### config.mk
export PLATFORM = sky130hd
export DESIGN_NAME = glu_top
export DESIGN_NICKNAME = d
export VERILOG_FILES = /design/src/rtl/glu_pkg.sv /design/src/rtl/glu_sync.sv /design/src/rtl/glu_shift.sv /design/src/rtl/glu_top.sv
export SDC_FILE = /design/constraint.sdc
export NUM_CORES = 1
export LEC_CHECK = 0
export ABC_CLOCK_PERIOD_IN_PS = 3110
export BUFFER_PORTS_ARGS = -buffer_cell sky130_fd_sc_hd__buf_2
export CAP_MARGIN = 20
export CORE_MARGIN = 2
export CORE_UTILIZATION = 46
export CTS_BUF_LIST = sky130_fd_sc_hd__clkbuf_4 sky130_fd_sc_hd__clkbuf_8
export CTS_CLUSTER_SIZE = 28
export DETAILED_ROUTE_END_ITERATION = 10
export GPL_TIMING_DRIVEN = 0
export PLACE_DENSITY_LB_ADDON = 0.15
export SYNTH_ARGS = -nofsm -noshare
export SYNTH_HDL_FRONTEND = slang
export SYNTH_SLANG_ARGS = --single-unit
### constraint.sdc
create_clock -name CLK_SYS -period 3.11 [get_ports CLK_SYS]
set_input_delay 0.1555 -clock CLK_SYS [delete_from_list [all_inputs] [get_ports CLK_SYS]]
set_output_delay 0.1555 -clock CLK_SYS [all_outputs]
set_load 0.02 [all_outputs]
### src/rtl/glu_pkg.sv
package glu_pkg;

    // ------------------------------------------------------------
    // Timing
    // ------------------------------------------------------------
    localparam int CLK_PERIOD_NS = 10;
    localparam int ACK_RD_SLOW_NS = 350;
    localparam int ACK_RD_FAST_NS = 250;
    localparam int VEC_SLOW_NS = 250;
    localparam int VEC_FAST_NS = 180;
    localparam int IO_WAIT_STATES = 1;
    localparam int SHIFT_DEPTH = 64;
    localparam int CHAIN_EXTRA = 0;

    // Least time in whole cycles, never below one
    function automatic int min_cycles(input int ns);
        int c;
        c = (ns + CLK_PERIOD_NS - 1) / CLK_PERIOD_NS;
        return (c < 1) ? 1 : c;
    endfunction : min_cycles

    localparam int ACK_RD_SLOW_CYC = min_cycles(ACK_RD_SLOW_NS);
    localparam int ACK_RD_FAST_CYC = min_cycles(ACK_RD_FAST_NS);
    localparam int VEC_SLOW_CYC = min_cycles(VEC_SLOW_NS);
    localparam int VEC_FAST_CYC = min_cycles(VEC_FAST_NS);

    // ------------------------------------------------------------
    // Types
    // ------------------------------------------------------------
    typedef struct packed {
        logic cpu_clk;
        logic fetch_n;
        logic mem_request_n;
        logic io_request_n;
        logic rd_n;
        logic wr_n;
        logic sel;
        logic pclk;
        logic sys_rst_n;
        logic fast;
        logic delay_strobe;
        logic wait_all;
        logic sync_pclk;
    } glu_pins_s;

    typedef struct packed {
        logic rd_n;
        logic wr_n;
        logic ack_n;
        logic wait_n;
    } glu_out_s;

    typedef enum logic [1:0] {ACK_IDLE, ACK_SYNC, ACK_RUN} glu_ack_e;

endpackage : glu_pkg

### src/rtl/glu_sync.sv
`timescale 1ns/100ps
module glu_sync #(
    parameter int W = 1
) (
    input  wire logic         clk,
    input  wire logic         reset_n,
    input  wire logic [W-1:0] d,
    output logic      [W-1:0] q
);

    logic [W-1:0] s1;
    logic [W-1:0] s2;
    logic [W-1:0] s3;

    initial begin
        if (W < 1) $error("glu_sync: W must be at least 1");
    end

    // Three stages; s1 feeds only s2 to keep metastability contained
    always_ff @(posedge clk or negedge reset_n) begin
        if (!reset_n) begin
            s1 <= '1;
            s2 <= '1;
            s3 <= '1;
        end else begin
            s1 <= d;
            s2 <= s1;
            s3 <= s2;
        end
    end

    // A bit changes only once stages two and three agree
    always_ff @(posedge clk or negedge reset_n) begin
        if (!reset_n) begin
            q <= '1;
        end else begin
            for (int i = 0; i < W; i++) begin
                if (s2[i] == s3[i]) q[i] <= s3[i];
            end
        end
    end

endmodule : glu_sync

### src/rtl/glu_shift.sv
`timescale 1ns/100ps
module glu_shift #(
    parameter int DEPTH = 64
) (
    input  wire logic             clk,
    input  wire logic             reset_n,
    input  wire logic             clear,
    input  wire logic             run,
    output logic      [DEPTH-1:0] taps
);

    initial begin
        if (DEPTH < 2) $error("glu_shift: DEPTH must be at least 2");
    end

    // Ones walk in while running; each tap is a delayed start
    always_ff @(posedge clk or negedge reset_n) begin
        if (!reset_n) begin
            taps <= '0;
        end else if (clear) begin
            taps <= '0;
        end else if (run) begin
            taps <= {taps[DEPTH-2:0], 1'b1};
        end
    end

endmodule : glu_shift

### src/rtl/glu_top.sv
`timescale 1ns/100ps
module glu_top #(
    parameter int WAIT_STATES = glu_pkg::IO_WAIT_STATES,
    parameter int CHAIN_EXTRA = glu_pkg::CHAIN_EXTRA,
    parameter int DEPTH       = glu_pkg::SHIFT_DEPTH
) (
    input  wire logic CLK_SYS,
    input  wire logic RESET_N,
    input  wire logic CPU_CLK,
    input  wire logic CPU_FETCH_N,
    input  wire logic CPU_MEM_REQUEST_N,
    input  wire logic CPU_IO_REQUEST_N,
    input  wire logic CPU_RD_N,
    input  wire logic CPU_WR_N,
    input  wire logic PERIPH_SEL,
    input  wire logic PCLK,
    input  wire logic SYS_RESET_N,
    input  wire logic FAST_GRADE,
    input  wire logic DELAY_STROBE,
    input  wire logic WAIT_ALL_IO,
    input  wire logic SYNC_TO_PCLK,
    output logic      PERIPH_RD_N,
    output logic      PERIPH_WR_N,
    output logic      INTR_ACK_STROBE_N,
    output logic      CPU_WAIT_N
);

    localparam int IW = $clog2(DEPTH);
    localparam int CW = 8;

    glu_pkg::glu_pins_s pins_raw;
    glu_pkg::glu_pins_s pins;
    glu_pkg::glu_out_s  out;
    glu_pkg::glu_out_s  next_out;
    glu_pkg::glu_ack_e  state;
    glu_pkg::glu_ack_e  next_state;
    logic [DEPTH-1:0]   taps;
    logic               cpu_clk_q;
    logic               pclk_q;
    logic               cpu_rise;
    logic               pclk_rise;
    logic               io_cyc;
    logic               rel;
    logic [CW-1:0]      wcnt;
    logic               io_wait;
    logic [IW-1:0]      rd_idx;
    logic [IW-1:0]      end_idx;
    logic               ack_rd;
    logic               ack_wait;

    initial begin
        if (WAIT_STATES < 0 || WAIT_STATES > 255) $error("glu_top: bad WAIT_STATES");
        if (CHAIN_EXTRA < 0) $error("glu_top: bad CHAIN_EXTRA");
        if (DEPTH <= glu_pkg::ACK_RD_SLOW_CYC + glu_pkg::VEC_SLOW_CYC + CHAIN_EXTRA)
            $error("glu_top: DEPTH too small for acknowledge taps");
    end

    // ------------------------------------------------------------
    // Pin capture
    // ------------------------------------------------------------
    // Every pin is foreign to CLK_SYS, straps included
    assign pins_raw = '{cpu_clk: CPU_CLK, fetch_n: CPU_FETCH_N,
                        mem_request_n: CPU_MEM_REQUEST_N, io_request_n: CPU_IO_REQUEST_N,
                        rd_n: CPU_RD_N, wr_n: CPU_WR_N, sel: PERIPH_SEL,
                        pclk: PCLK, sys_rst_n: SYS_RESET_N,
                        fast: FAST_GRADE, delay_strobe: DELAY_STROBE,
                        wait_all: WAIT_ALL_IO, sync_pclk: SYNC_TO_PCLK};

    glu_sync #(
        .W($bits(glu_pkg::glu_pins_s))
    ) u_sync (
        .clk    (CLK_SYS),
        .reset_n(RESET_N),
        .d      (pins_raw),
        .q      (pins)
    );

    // Clock edges seen on the filtered copies
    always_ff @(posedge CLK_SYS or negedge RESET_N) begin
        if (!RESET_N) begin
            cpu_clk_q <= 1'b1;
            pclk_q    <= 1'b1;
        end else begin
            cpu_clk_q <= pins.cpu_clk;
            pclk_q    <= pins.pclk;
        end
    end

    assign cpu_rise  = pins.cpu_clk & ~cpu_clk_q;
    assign pclk_rise = pins.pclk & ~pclk_q;

    // ------------------------------------------------------------
    // Acknowledge sequencer
    // ------------------------------------------------------------
    // Vector read is gated only by strobe plus read, so no return-op decode
    always_comb begin
        next_state = state;
        case (state)
            glu_pkg::ACK_IDLE: begin
                if (cpu_rise && !pins.fetch_n && pins.mem_request_n) begin
                    next_state = pins.sync_pclk ? glu_pkg::ACK_SYNC
                                                : glu_pkg::ACK_RUN;
                end
            end
            glu_pkg::ACK_SYNC: begin
                if (pins.fetch_n) next_state = glu_pkg::ACK_IDLE;
                else if (pclk_rise) next_state = glu_pkg::ACK_RUN;
            end
            glu_pkg::ACK_RUN: begin
                if (pins.fetch_n) next_state = glu_pkg::ACK_IDLE;
            end
            default: next_state = glu_pkg::ACK_IDLE;
        endcase
    end

    always_ff @(posedge CLK_SYS or negedge RESET_N) begin
        if (!RESET_N) state <= glu_pkg::ACK_IDLE;
        else          state <= next_state;
    end

    // Shift chain stays cleared unless an acknowledge is running
    glu_shift #(
        .DEPTH(DEPTH)
    ) u_shift (
        .clk    (CLK_SYS),
        .reset_n(RESET_N),
        .clear  (state != glu_pkg::ACK_RUN),
        .run    (state == glu_pkg::ACK_RUN),
        .taps   (taps)
    );

    // Tap choice follows the peripheral grade; extra chain time adds on
    always_comb begin
        rd_idx  = IW'(CHAIN_EXTRA) + (pins.fast ? IW'(glu_pkg::ACK_RD_FAST_CYC)
                                                : IW'(glu_pkg::ACK_RD_SLOW_CYC));
        end_idx = rd_idx + (pins.fast ? IW'(glu_pkg::VEC_FAST_CYC)
                                      : IW'(glu_pkg::VEC_SLOW_CYC));
    end

    assign ack_rd   = taps[rd_idx];
    assign ack_wait = (state != glu_pkg::ACK_IDLE) && !taps[end_idx];

    // ------------------------------------------------------------
    // I/O wait states and strobe retiming
    // ------------------------------------------------------------
    // Strap chooses all I/O cycles or only selected peripherals
    assign io_cyc = !pins.io_request_n && pins.fetch_n && (!pins.rd_n || !pins.wr_n)
                    && (pins.sel || pins.wait_all);

    // Strobe release waits for a CPU clock rise when delaying
    always_ff @(posedge CLK_SYS or negedge RESET_N) begin
        if (!RESET_N) rel <= 1'b0;
        else if (!io_cyc) rel <= 1'b0;
        else if (cpu_rise || !pins.delay_strobe) rel <= 1'b1;
    end

    // One counter for reads and writes keeps the two identical
    always_ff @(posedge CLK_SYS or negedge RESET_N) begin
        if (!RESET_N) begin
            wcnt <= '0;
        end else if (!io_cyc) begin
            wcnt <= '0;
        end else if (rel && cpu_rise && wcnt < CW'(WAIT_STATES)) begin
            wcnt <= wcnt + CW'(1);
        end
    end

    assign io_wait = io_cyc && (wcnt < CW'(WAIT_STATES));

    // ------------------------------------------------------------
    // Output stage
    // ------------------------------------------------------------
    // Strobe gated by state: the chain clears one edge late, the strobe must not
    always_comb begin
        next_out.ack_n  = !(taps[0] && state == glu_pkg::ACK_RUN);
        next_out.wait_n = !(io_wait || ack_wait);
        if (!pins.sys_rst_n) begin
            next_out.rd_n = 1'b0;
            next_out.wr_n = 1'b0;
        end else if (state != glu_pkg::ACK_IDLE) begin
            next_out.rd_n = !ack_rd;
            next_out.wr_n = 1'b1;
        end else begin
            next_out.rd_n = pins.rd_n || (io_cyc && !rel);
            next_out.wr_n = pins.wr_n || (io_cyc && !rel);
        end
    end

    // Reset value shows the peripheral reset pattern at once
    always_ff @(posedge CLK_SYS or negedge RESET_N) begin
        if (!RESET_N) out <= '{rd_n: 1'b0, wr_n: 1'b0, ack_n: 1'b1, wait_n: 1'b1};
        else          out <= next_out;
    end

    assign PERIPH_RD_N       = out.rd_n;
    assign PERIPH_WR_N       = out.wr_n;
    assign INTR_ACK_STROBE_N = out.ack_n;
    assign CPU_WAIT_N        = out.wait_n;

    // ------------------------------------------------------------
    // Checks
    // ------------------------------------------------------------
    logic [CW-1:0] ack_cnt;
    logic [CW-1:0] rd_cnt;

    // Cycles since the strobe, and since acknowledge read
    always_ff @(posedge CLK_SYS or negedge RESET_N) begin
        if (!RESET_N) begin
            ack_cnt <= '0;
            rd_cnt  <= '0;
        end else begin
            ack_cnt <= !taps[0] ? '0 : (&ack_cnt ? ack_cnt : ack_cnt + CW'(1));
            if (state == glu_pkg::ACK_IDLE || out.rd_n) rd_cnt <= '0;
            else if (!(&rd_cnt)) rd_cnt <= rd_cnt + CW'(1);
        end
    end
endmodule : glu_top

* Word level (Yosys, flattened, before mapping)
Index checks and enable logic that the tools add are counted.
Cells by class: add/sub/neg operators 2, $lt $le $gt $ge 3, equal/unequal tests 21, mux-type cells 20, bitwise gates (word level) 4, reductions and logical operators 31
Operator list (number):
- 64-bit 2-to-1 mux | 2
- 8-bit 2-to-1 mux | 2
- 6-bit by 7-bit less-than comparator with 1-bit output, second input constant | 2
- 2-bit 2-to-1 mux | 7
- 1-bit == test | 13
- 1-bit binary-select mux with 6-bit select | 2
- 1-bit logical AND | 11
- 1-bit zero test | 10
- 8-bit by 1-bit adder with 8-bit output, second input constant | 1
- 8-bit by 1-bit less-than comparator with 1-bit output, second input constant | 1
- 6-bit by 5-bit adder with 6-bit output | 1
- 1-bit logical OR | 6
- 6-bit 2-to-1 mux | 1
- 2-bit != test, second input constant | 3
- 2-bit one-hot mux with 3 select lines | 1
- 1-bit 2-to-1 mux | 4
- 4-bit 2-to-1 mux | 1
- 2-bit by 1-bit != test with 1-bit output, second input constant | 2
- 2-bit nonzero test | 2
- 3-bit by 2-bit != test with 1-bit output, second input constant | 1
- 3-bit AND reduction | 1
- 1-bit AND | 2
- 2-bit by 1-bit == test with 1-bit output, second input constant | 1
- 2-bit == test, second input constant | 1
- 2 further kinds | 3
Storage, ports and cells: flip-flop bits (word level) 133, input port bits 15, output and inout port bits 4, word-level logic and storage cells 107

* Depth between registers and ports, before layout
Gate-level depths: netlist of the first run.
word-level depth 8, gate-level depth with buffers 5, mapped depth without buffers 5

* Modules after synthesis
From an unflattened synthesis of the first run, not the netlist that was laid out.
Unflattened totals: cells, all modules 339, area, all modules 4902.2 µm²
Modules (own cells, without submodules):
- glu_shift | instances 1, cells an instance 206, area an instance 2606.2 µm², sequential area each 1601.5 µm²
- glu_sync | instances 1, cells an instance 65, area an instance 1512.7 µm², sequential area each 1366.3 µm²
- glu_top | instances 1, cells an instance 68, area an instance 783.3 µm², sequential area each 430.4 µm²

* Worst setup path before layout of the first run
OpenSTA, ideal clock, no wires.
kind register -> register, start register wcnt[0], end register wcnt[1], setup time 127 ps, data arrival time 1368 ps, required time 2983 ps, setup slack 1616 ps, stages on the path, launching flop included 6, buffers on the path 0, period minus slack after synthesis 1494 ps, cells stage by stage dfrtp_1 -> inv_1 -> ha_1 -> or4b_4 -> o31ai_1 -> a21oi_1
On the way: cells in the longest elaborated chain, start to end 3, elaborated cells on any way between the ends 6, those cells by class add/sub (1); order compare (1); eq/ne (1); mux (2); reduce/logical (1)
Ends and longest elaborated chain:
- start, declared | line glu_top.sv:44 | logic [CW-1:0] wcnt;
- start signal, assigned | line glu_top.sv:164 | wcnt <= wcnt + CW'(1);
- 8-bit by 1-bit adder with 8-bit output / 8-bit by 1-bit less-than comparator with 1-bit output (equally long branches) | line glu_top.sv:164, glu_top.sv:163
- 8-bit 2-to-1 mux / 1-bit logical AND (equally long branches) | line glu_top.sv:163 | end else if (rel && cpu_rise && wcnt < CW'(WAIT_STATES)) begin
- 8-bit 2-to-1 mux / 2-bit by 1-bit != test with 1-bit output (equally long branches)
Parallel ways exist; a longest one is shown, timed or not. The select of a mux whose other input is x is not followed. A chain may end at the register's enable or synchronous reset.

* Worst setup path in the final report of the first run
start register wcnt[0], end register wcnt[0]
Same word-level chain as after synthesis.

==> qor.txt, run 1 <==
status: completed
Skew-Pair Late Insertion Delay: 0.42 ns
RSZ-0062 raised after global routing: no
Max Cap Violations: 0
die area: 9910 um^2
GR Overflow Total: 0
row count: 34
Post-synth EDFFs: 0
Slew headroom: 0.553
DR WL/cell: 12.9 um
Synth area leaders: dfrtp_1 44%, dfstp_2 35%, and2_1 9.4%, maj3_1 3.1%, ha_1 0.60%
kind of critical path: reg -> reg
Antenna Nets Post-Route: 0
global-route wire length before repair: 10.3 mm
First-pass DRT Iterations: 3
Clock Tree Buf Depth: 2
Pleak: 2.31 nW
minimum clock period: 1.68 ns
CP max stage delay: 0.55 ns
Core Box Area: 8810 um^2
largest net degree at the start of global routing: 74
DRC violations left: 0
area share of the largest cell type after synthesis: 0.441
FILL cells: 709
post-DR vias/cell: 4.71
worst slew pin tran: 0.662 ns
Synth cell types: 34
total negative slack: 0 ns
maximum fanout along the worst path: 4
Avg Inst Size Synth: 16.2 um^2
routability cong.: 0.755
Via Count: 2036
die height: 99.5 um
share of cells above drive strength 1: 0.349
final hold vios: 0
multi-input logic area: 830 um^2
Area growth syn-to-layout: 18.9%
leading area contributor after synthesis: dfrtp_1
GRT Total Usage: 0.136
final WL: 5.58 mm
required time of the critical path: 3.42 ns
CTS tree: built
Post-Syn Area: 4200 um^2
Worst Setup Start Kind: register
Yosys warning total: 0
final slew viol count: 0
Layout Nets: 328
Tcrit/Tclk final: 0.541
root buf cell: clkbuf_8
Initial DRC Count: 111
Post-synth ARST share: 1.00
Mapped Cells: 259
Top FF cell, synth: dfrtp_1
maximum VDD drop: 391 uV
CTS clk-pin slew, worst paths: 0.08 ns
arrival time worst endpoint: 2.00 ns
crit path capture type: register
Hold Crit Class: in -> async
initial antenna violation count: 0
die width: 99.5 um
post-synthesis sequential area ratio: 0.791
cts bufs inserted: 17
FMAX: 0.594 GHz
antenna cell count: 0
I/O pin count: 19
area taken by flip-flops and latches: 3320 um^2
vias in the first global route: 2162
DP HPWL: 3.28 mm
H-tree levels: 4
worst path cell trace: inv_1 > ha_1 > nor4b_1 > a31oi_1 > o21a_1
final setup fails: 0
initial core utilization: 0.477
Power, Total: 3.34 mW
Synth Register Bits: 130
CTS Sinks: 130
Syn Nets: 276
post-route clock skew: 0.00815 ns
crit path max-delay cell type: nor4b_1
setup bufs post-CTS: 0
port bufs: 18
PD cells: 669 nW/um^2
-- cells by family (layout without fill, tap and decap cells) --
logic type,Yosys count,in the layout,share of synthesized area
DFF,130,130,0.791
muxes,1,1,0.00238
buffers and inverters,12,77,0.0110
and+or+nand+nor,88,88,0.134
adders and majority gates,15,15,0.0369
AOI/OAI and AO/OA,13,13,0.0241
-- worst max-delay path: cells and delay by family (launching register included) --
kind / cells / cell delay (ns)
adders and majority gates: 1 / 0.15
buffers and inverters: 1 / 0.09
DFF: 1 / 0.41
AOI/OAI and AO/OA: 2 / 0.38
and+or+nand+nor: 1 / 0.55
-- layout make-up --
| class | count | area share |
|---|---|---|
| clock inverter | 15 | 0.0323 |
| timing repair buffer | 33 | 0.0529 |
| multi-input combinational | 117 | 0.166 |
| tap | 108 | 0.0271 |
| buffer | 7 | 0.00551 |
| inverter | 5 | 0.00376 |
| clock buffer | 17 | 0.0469 |
| sequential | 130 | 0.665 |
-- cell usage after synthesis, types with 3 or more instances --
| cell type | number |
|---|---|
| dfrtp_1 | 74 |
| dfstp_2 | 56 |
| clkbuf_1 | 6 |
| maj3_1 | 13 |
| nand2b_1 | 3 |
| inv_1 | 5 |
| nor2_1 | 4 |
| nor3_1 | 3 |
| and2_1 | 63 |
| a31oi_1 | 3 |
-- per-stage QoR --
stage | cells | cell area, um^2 | setup slack, ns | util | hold slack (ns)
final | 432 | 4990 | 1.43 | 0.567 | 0.269
after global routing | 432 | 4990 | 1.23 | 0.567 | 0.291
after CTS | 432 | 4990 | 1.40 | 0.567 | 0.265
after detailed placement | 386 | 4460 | 1.41 | 0.506 | 0.159
after global placement | 385 | 4420 | 0.318 | 0.502 | 0.260
after floorplan | 259 | 4200 | 1.62 | - | -0.140
-- state kept, by name (all words and copies together), names as in the netlist --
name               count
u_sync.s1             13
rel                    1
u_sync.q              13
INTR_ACK_STROBE_N      1
u_shift.taps          61
PERIPH_WR_N            1
wcnt                   8
pclk_q                 1
CPU_WAIT_N             1
u_sync.s2             13
cpu_clk_q              1
u_sync.s3             13
PERIPH_RD_N            1
state                  2
-- timing repair --
item,in CTS,in global routing
hold buffers,14,0
gates resized for setup,0,0
endpoints found under the hold margin,47,0
-- per-layer routing --
| layer | share of wire | wire length, um | track usage | vias to the layer above |
|---|---|---|---|---|
| met1 | 0.51 | 2840 | 0.189 | 1036 |
| li1 | - | - | - | 958 |
| met5 | 0 | 0 | 0 | - |
| met4 | 0.023 | 130 | 0.0717 | 0 |
| met2 | 0.43 | 2400 | 0.183 | 30 |
| met3 | 0.037 | 207 | 0.0541 | 12 |
-- power by group --
part           internal [mW]  total [mW]  switching, mW
Sequential              1.78        1.82         0.0338
Clock                  0.671        1.39          0.714
Combinational         0.0582       0.140         0.0814
-- placed cells by master, fill, tap and decap left out, drive strengths merged, types with 2 or more instances in the layout --
cell type	synthesis	final
or3	2	2
nor4bb	2	2
dlygate4sd3	0	14
nor2	4	4
dfrtp	74	74
and2	64	64
a211oi	2	2
clkinv	0	3
dfstp	56	56
clkbuf	6	23
buf	1	20
nor3	3	3
inv	5	15
maj3	13	13
nor2b	2	2
a31oi	3	3
ha	2	2
nand2b	3	3
-- path summary, 6_finish.rpt --
path,start,endpoint,slack (ns),cells past startpoint
max,wcnt[0],wcnt[0],1.43,5
min,RESET_N,u_shift.taps[55],0.27,2
max reg2reg,wcnt[0],wcnt[0],1.43,5
min reg2reg,u_sync.s1[5],u_sync.s2[5],0.36,0
max in group asynchronous,RESET_N,u_sync.q[7],2.10,3
min in group CLK_SYS,u_sync.s1[5],u_sync.s2[5],0.36,0
Note: power is estimated with default switching activity, not from simulation.
==> run 2: changes to the inputs <==
--- a/config.mk
+++ b/config.mk
@@ -5,7 +5,8 @@
 export SDC_FILE = /design/constraint.sdc
 export NUM_CORES = 1
 export LEC_CHECK = 0
-export ABC_CLOCK_PERIOD_IN_PS = 3110
+export ABC_AREA = 1
+export ABC_CLOCK_PERIOD_IN_PS = 1600
 export BUFFER_PORTS_ARGS = -buffer_cell sky130_fd_sc_hd__buf_2
 export CAP_MARGIN = 20
 export CORE_MARGIN = 2
==> constraint.sdc (replaced) <==
create_clock -name CLK_SYS -period 1.6 [get_ports CLK_SYS]
set_input_delay 0.08 -clock CLK_SYS [delete_from_list [all_inputs] [get_ports CLK_SYS]]
set_output_delay 0.08 -clock CLK_SYS [all_outputs]
set_load 0.02 [all_outputs]
==> qor.txt, run 2 <==
Tcrit/Tclk final: 0.815 (+0.274)
cts bufs inserted: 17 (unchanged)
fin cells: 538 (+25%)
crit path max-delay cell type: dfstp_2
wire length on met2: 2.79 mm (+16%)
share of cells above drive strength 1: 0.315 (-0.0334)
initial antenna violation count: 0 (unchanged)
die width: 102 um (+2.1%)
port bufs: 18 (unchanged)
Initial DRC Count: 59 (-47%)
kind of critical path: reg -> reg
Clock Tree Buf Depth: 2 (unchanged)
Layout Nets: 413 (+26%)
DP HPWL: 3.50 mm (+6.7%)
vias in the first global route: 2269 (+4.9%)
M1 WL: 2.78 mm (-2.0%)
final setup fails: 0 (unchanged)
DR WL/cell: 10.9 um (-16%)
Synth cell types: 22 (-35%)
CTS tree: built
Top reg by flops: u_shift.taps
final hold vios: 0 (unchanged)
FMAX: 0.767 GHz (+29%)
First-pass DRT Iterations: 5 (+2)
routability cong.: 0.674 (-11%)
most frequent CP cell: nand2_1
final instance area: 5220 um^2 (+4.5%)
status: completed
Synth Register Bits: 130 (unchanged)
Syn Nets: 361 (+31%)
global-route wire length before repair: 10.3 mm (-0.27%)
CP max stage delay: 0.55 ns (about the same)
Yosys warning total: 0 (unchanged)
required time of the critical path: 1.90 ns (-1.52 ns)
Synth area leaders: dfrtp_1 42%, dfstp_2 34%, inv_1 6.4%, nor2_1 5.4%, nor2_4 3.1%
Hold Crit Class: in -> async
DP Area: 4670 um^2 (+4.7%)
initial core utilization: 0.474 (-0.00264)
Antenna Nets Post-Route: 0 (unchanged)
Post-synth ARST share: 1.00 (unchanged)
Placed Cells: 492 (+27%)
Pleak: 2.26 nW (-1.9%)
GRT Total Usage: 0.132 (-0.00337)
Via Count: 2230 (+9.5%)
Max Cap Violations: 0 (unchanged)
die height: 102 um (+2.1%)
final WL: 5.84 mm (+4.7%)
RSZ-0062 raised after global routing: no
Avg Inst Size Synth: 12.7 um^2 (-21%)
Worst Setup Start Kind: register
CP top delay family: simple AND/OR/NAND/NOR gates
Post-Syn Area: 4380 um^2 (+4.4%)
maximum fanout along the worst path: 4 (unchanged)
FF-to-FF Start: u_sync.q[12]
largest net degree at the start of global routing: 90 (+22%)
Post-synth EDFFs: 0 (unchanged)
Area growth syn-to-layout: 19.1%
arrival time worst endpoint: 1.60 ns (-0.40 ns)
CTS Sinks: 130 (unchanged)
Skew-Pair Late Insertion Delay: 0.40 ns (-0.02 ns)
CP Buf/Inv Count: 0 (-1)
WL met3: 188 um (-9.2%)
H-tree levels: 4 (unchanged)
commonest non-fill, non-tap cells in the layout: 75 x inv_1, 74 x dfrtp_1, 63 x nor2_1, 56 x dfstp_2, 21 x buf_2
Post-synth top cells: 75 x inv_1, 74 x dfrtp_1, 63 x nor2_1, 56 x dfstp_2, 19 x nand2_1
CTS clk-pin slew, worst paths: 0.07 ns (about the same)
die area: 10300 um^2 (+4.2%)
post-synthesis sequential area ratio: 0.758 (-0.0330)
Slew headroom: 0.712 (+0.160)
CP startpoint: u_sync.q[12]
PD cells: 1350 nW/um^2 (+100%)
worst path cell trace: nand2_1 > nor2_1 > nand2_1 > nand3_1 > nand2_1
Mapped Cells: 344 (+33%)
most common cell after layout, fill and taps aside: inv_1
post-DR vias/cell: 4.14 (-12%)
Max Used Layer: met4
worst slew pin tran: 0.431 ns (-0.230 ns)
post-route clock skew: 0.00761 ns (-0.000544 ns)
DRC violations left: 0 (unchanged)
GR Overflow Total: 0 (unchanged)
Core Box Area: 9240 um^2 (+4.9%)
minimum clock period: 1.30 ns (-0.379 ns)
Power, Total: 7.05 mW (+110%)
most frequent cell after synthesis: inv_1
leading area contributor after synthesis: dfrtp_1
antenna cell count: 0 (unchanged)
area share of the largest cell type after synthesis: 0.423 (-0.0184)
row count: 35 (+2.9%)
final slew viol count: 0 (unchanged)
root buf cell: clkbuf_8
crit path capture type: register
I/O pin count: 19 (unchanged)
max reg flops: 61 (unchanged)
Top FF cell, synth: dfrtp_1
maximum VDD drop: 756 uV (+94%)
==> run 2: changes by cell type after synthesis, sizes merged, moves of 3 or more <==
cell | previous run | this run
nor3 | 3 | 0
nor2 | 4 | 76
buf | 1 | 6
nand2b | 3 | 0
o21ai | 0 | 4
inv | 5 | 78
clkbuf | 6 | 0
and2 | 64 | 0
nand3 | 0 | 5
nand4 | 1 | 4
nand2 | 1 | 19
==> run 2: stage by stage <==
| stage | hold WS [ns] | setup slack, ns | utilization | setup TNS (ns) |
|---|---|---|---|---|
| 4_1_cts | 0.139 | 0.297 | 0.565 | 0 |
| 3_5_place_dp | 0.0158 | 0.348 | 0.505 | 0 |
| 2_1_floorplan | -0.216 | 0.480 | - | 0 |
| 5_1_grt | 0.168 | 0.206 | 0.565 | 0 |
| 3_3_place_gp | 0.185 | -1.12 | 0.501 | -106.35 |
| 6_report | 0.150 | 0.295 | 0.565 | 0 |
==> run 2: repair_timing <==
| item | in CTS | in global routing |
|---|---|---|
| resized for setup | 0 | 0 |
| setup buffers | 0 | 0 |
| hold endpoints to repair | 54 | 0 |
| hold buffers | 14 | 0 |
==> run 2: cells by family (layout without fill, tap and decap cells) <==
family | count (synthesis) | count (layout) | share of synthesized area
xor gates and xnor gates | 1 | 1 | 0.00200
adders and majority gates | 15 | 15 | 0.0354
buffers and inverters | 84 | 149 | 0.0774
DFF | 130 | 130 | 0.758
AOI/OAI and AO/OA | 10 | 10 | 0.0128
and+or+nand+nor | 104 | 104 | 0.114
==> run 2: power by group <==
part / internal (mW) / total (mW) / leakage [nW] / switching, mW
combinational: 0.215 / 0.664 / 0.429 / 0.448
sequential: 3.51 / 3.58 / 1.62 / 0.0748
clock: 1.65 / 2.80 / 0.216 / 1.16
total: 5.37 / 7.05 / 2.26 / 1.68
==> run 2: final timing paths <==
path / slack [ns] / endpoint / cells after the start
max: 0.30 / wcnt[1] / 5
min: 0.15 / wcnt[5] / 2
max reg2reg: 0.30 / wcnt[1] / 5
min reg2reg: 0.35 / u_sync.s2[9] / 0
max in group asynchronous: 0.68 / u_sync.s3[3] / 3
min in group CLK_SYS: 0.31 / u_sync.s1[7] / 2
==> run 2: per-layer routing <==
layer,up-vias,GRT usage
met1,1092,0.171
met3,6,0.0580
met4,0,0.0499
met2,25,0.198
li1,1107,-
met5,-,0
==> run 2: layout make-up <==
cell class	count	area, um^2
inverter	78	293
multi-input combinational	130	719
clock buffer	21	277
fill	806	4020
tap	129	161
clock inverter	11	136
sequential	130	3320
buffer	6	46.3
timing repair buffer	33	264
==> run 3: changes to the inputs <==
--- a/config.mk
+++ b/config.mk
@@ -6,7 +6,7 @@
 export NUM_CORES = 1
 export LEC_CHECK = 0
 export ABC_AREA = 1
-export ABC_CLOCK_PERIOD_IN_PS = 1600
+export ABC_CLOCK_PERIOD_IN_PS = 1200
 export BUFFER_PORTS_ARGS = -buffer_cell sky130_fd_sc_hd__buf_2
 export CAP_MARGIN = 20
 export CORE_MARGIN = 2
==> constraint.sdc (replaced) <==
create_clock -name CLK_SYS -period 1.2 [get_ports CLK_SYS]
set_input_delay 0.06 -clock CLK_SYS [delete_from_list [all_inputs] [get_ports CLK_SYS]]
set_output_delay 0.06 -clock CLK_SYS [all_outputs]
set_load 0.02 [all_outputs]
==> qor.txt, run 3 (synthesis results as in run 2) <==
status: completed
DR WL/cell: 11.1 um (+2.7%)
arrival time worst endpoint: 1.55 ns (-0.05 ns)
Top reg by flops: u_shift.taps
Antenna Nets Post-Route: 0 (unchanged)
post-DR vias/cell: 4.18 (+0.75%)
post-route clock skew: 0.00843 ns (+0.000818 ns)
Core Box Area: 9240 um^2 (unchanged)
row count: 35 (unchanged)
commonest non-fill, non-tap cells in the layout: 74 x dfrtp_1, 74 x inv_1, 60 x nor2_1, 56 x dfstp_2, 21 x buf_2
port bufs: 18 (unchanged)
H-tree levels: 4 (unchanged)
initial core utilization: 0.474 (unchanged)
Initial DRC Count: 51 (-14%)
Tcrit/Tclk final: 0.999 (+0.184)
cts bufs inserted: 17 (unchanged)
die width: 102 um (unchanged)
crit path max-delay cell type: dfrtp_1
I/O pin count: 19 (unchanged)
DRC violations left: 0 (unchanged)
maximum VDD drop: 1010 uV (+33%)
CP max stage delay: 0.40 ns (-0.15 ns)
largest net degree at the start of global routing: 90 (unchanged)
Pleak: 2.33 nW (+2.8%)
CP top delay family: flip-flops
CTS clk-pin slew, worst paths: 0.07 ns (about the same)
final setup fails: 0 (unchanged)
Slew headroom: 0.714 (+0.00195)
fin cells: 545 (+1.3%)
RSZ-0062 raised after global routing: yes
Placed Cells: 492 (unchanged)
hold slack: 0.132 ns (-0.0183 ns)
utilization after layout: 0.581 (+0.0158)
Skew-Pair Late Insertion Delay: 0.40 ns (about the same)
CP Buf/Inv Count: 2 (+2)
worst slew pin tran: 0.428 ns (-0.00293 ns)
Worst Setup Start Kind: register
vias in the first global route: 2294 (+1.1%)
PD cells: 1790 nW/um^2 (+33%)
Clock Tree Buf Depth: 2 (unchanged)
DP HPWL: 3.50 mm (unchanged)
Hold Crit Class: in -> async
maximum fanout along the worst path: 3 (-1)
GR Overflow Total: 0 (unchanged)
initial antenna violation count: 0 (unchanged)
die area: 10300 um^2 (unchanged)
final hold vios: 0 (unchanged)
final instance area: 5370 um^2 (+2.8%)
kind of critical path: reg -> reg
share of cells above drive strength 1: 0.349 (+0.0332)
required time of the critical path: 1.55 ns (-0.35 ns)
worst path cell trace: inv_2 > ha_1 > nand2_2 > nor2_4 > buf_4 > nand4_1 > nand2_1
die height: 102 um (unchanged)
Area growth syn-to-layout: 22.5%
max reg flops: 61 (unchanged)
GRT Total Usage: 0.134 (+0.00133)
First-pass DRT Iterations: 6 (+1)
crit path capture type: register
Via Count: 2276 (+2.1%)
Max Cap Violations: 0 (unchanged)
routability cong.: 0.674 (unchanged)
Layout Nets: 420 (+1.7%)
antenna cell count: 0 (unchanged)
CTS tree: built
DP Area: 4670 um^2 (unchanged)
minimum clock period: 1.20 ns (-0.106 ns)
final WL: 6.08 mm (+4.0%)
global-route wire length before repair: 10.3 mm (+0.74%)
FMAX: 0.834 GHz (+8.8%)
root buf cell: clkbuf_8
final slew viol count: 0 (unchanged)
CTS Sinks: 130 (unchanged)
==> run 3: cell types whose count changed in the layout (fill, tap and decap cells not counted), moves of 2 or more <==
cell / change
inv_4: +2
nor2_4: +3
buf_4: +4
nor2_1: -3
nand2_2: +3
nand2_1: -3
clkbuf_16: +2
==> run 3: power breakdown <==
| group | switching, mW | leakage [nW] | internal, mW |
|---|---|---|---|
| logic | 0.657 | 0.493 | 0.442 |
| clock network | 1.55 | 0.216 | 2.19 |
| registers | 0.114 | 1.62 | 4.67 |
==> run 3: worst paths after layout <==
check | startpoint | end | slack (ns) | cells after the start
worst min register to register | u_sync.s1[9] | u_sync.s2[9] | 0.35 | 0
worst max-delay path | wcnt[0] | wcnt[0] | 0.001 | 7
max in group asynchronous | RESET_N | u_sync.s3[3] | 0.30 | 3
worst max register to register | wcnt[0] | wcnt[0] | 0.001 | 7
min in group CLK_SYS | CPU_RD_N | u_sync.s1[8] | 0.29 | 2
worst min-delay path | RESET_N | wcnt[7] | 0.13 | 2
==> run 3: routing by layer <==
metal / share of wire / routed length (um) / GRT usage / vias to the layer above
met3: 0.033 / 200 / 0.0580 / 6
met5: 0 / 0 / 0 / -
met1: 0.47 / 2850 / 0.171 / 1116
met4: 0.011 / 67 / 0.0499 / 0
li1: - / - / - / 1126
met2: 0.49 / 2960 / 0.203 / 28
==> run 3: repair_timing <==
item | in CTS | in global routing
pin swaps | 2 | 4
gates resized for setup | 5 | 14
endpoints found under the hold margin | 115 | 0
hold buffers | 14 | 0
cloned | 1 | 2
endpoints found under the setup margin | 6 | 18
buffers inserted | 0 | 4
==> run 3: through the flow <==
stage	TNS (ns)	power (mW)	setup slack, ns
after floorplan	0	5.41	0.0801
after global placement	-155.78	5.69	-1.50
after detailed placement	-0.190	5.72	-0.0519
after CTS	-0.0235	9.58	-0.0163
after global routing	-0.353	10.1	-0.0372
final	0	9.63	0.00110
==> run 3: final cells by class <==
cell class / count / area, um^2
multi-input cells: 131 / 772
fillers: 793 / 3870
well taps: 129 / 161
flip-flops and latches: 130 / 3320
clock buffers: 21 / 277
inverters: 78 / 298
clock inverters: 11 / 136
plain buffers: 6 / 55.1
repair buffers: 39 / 344
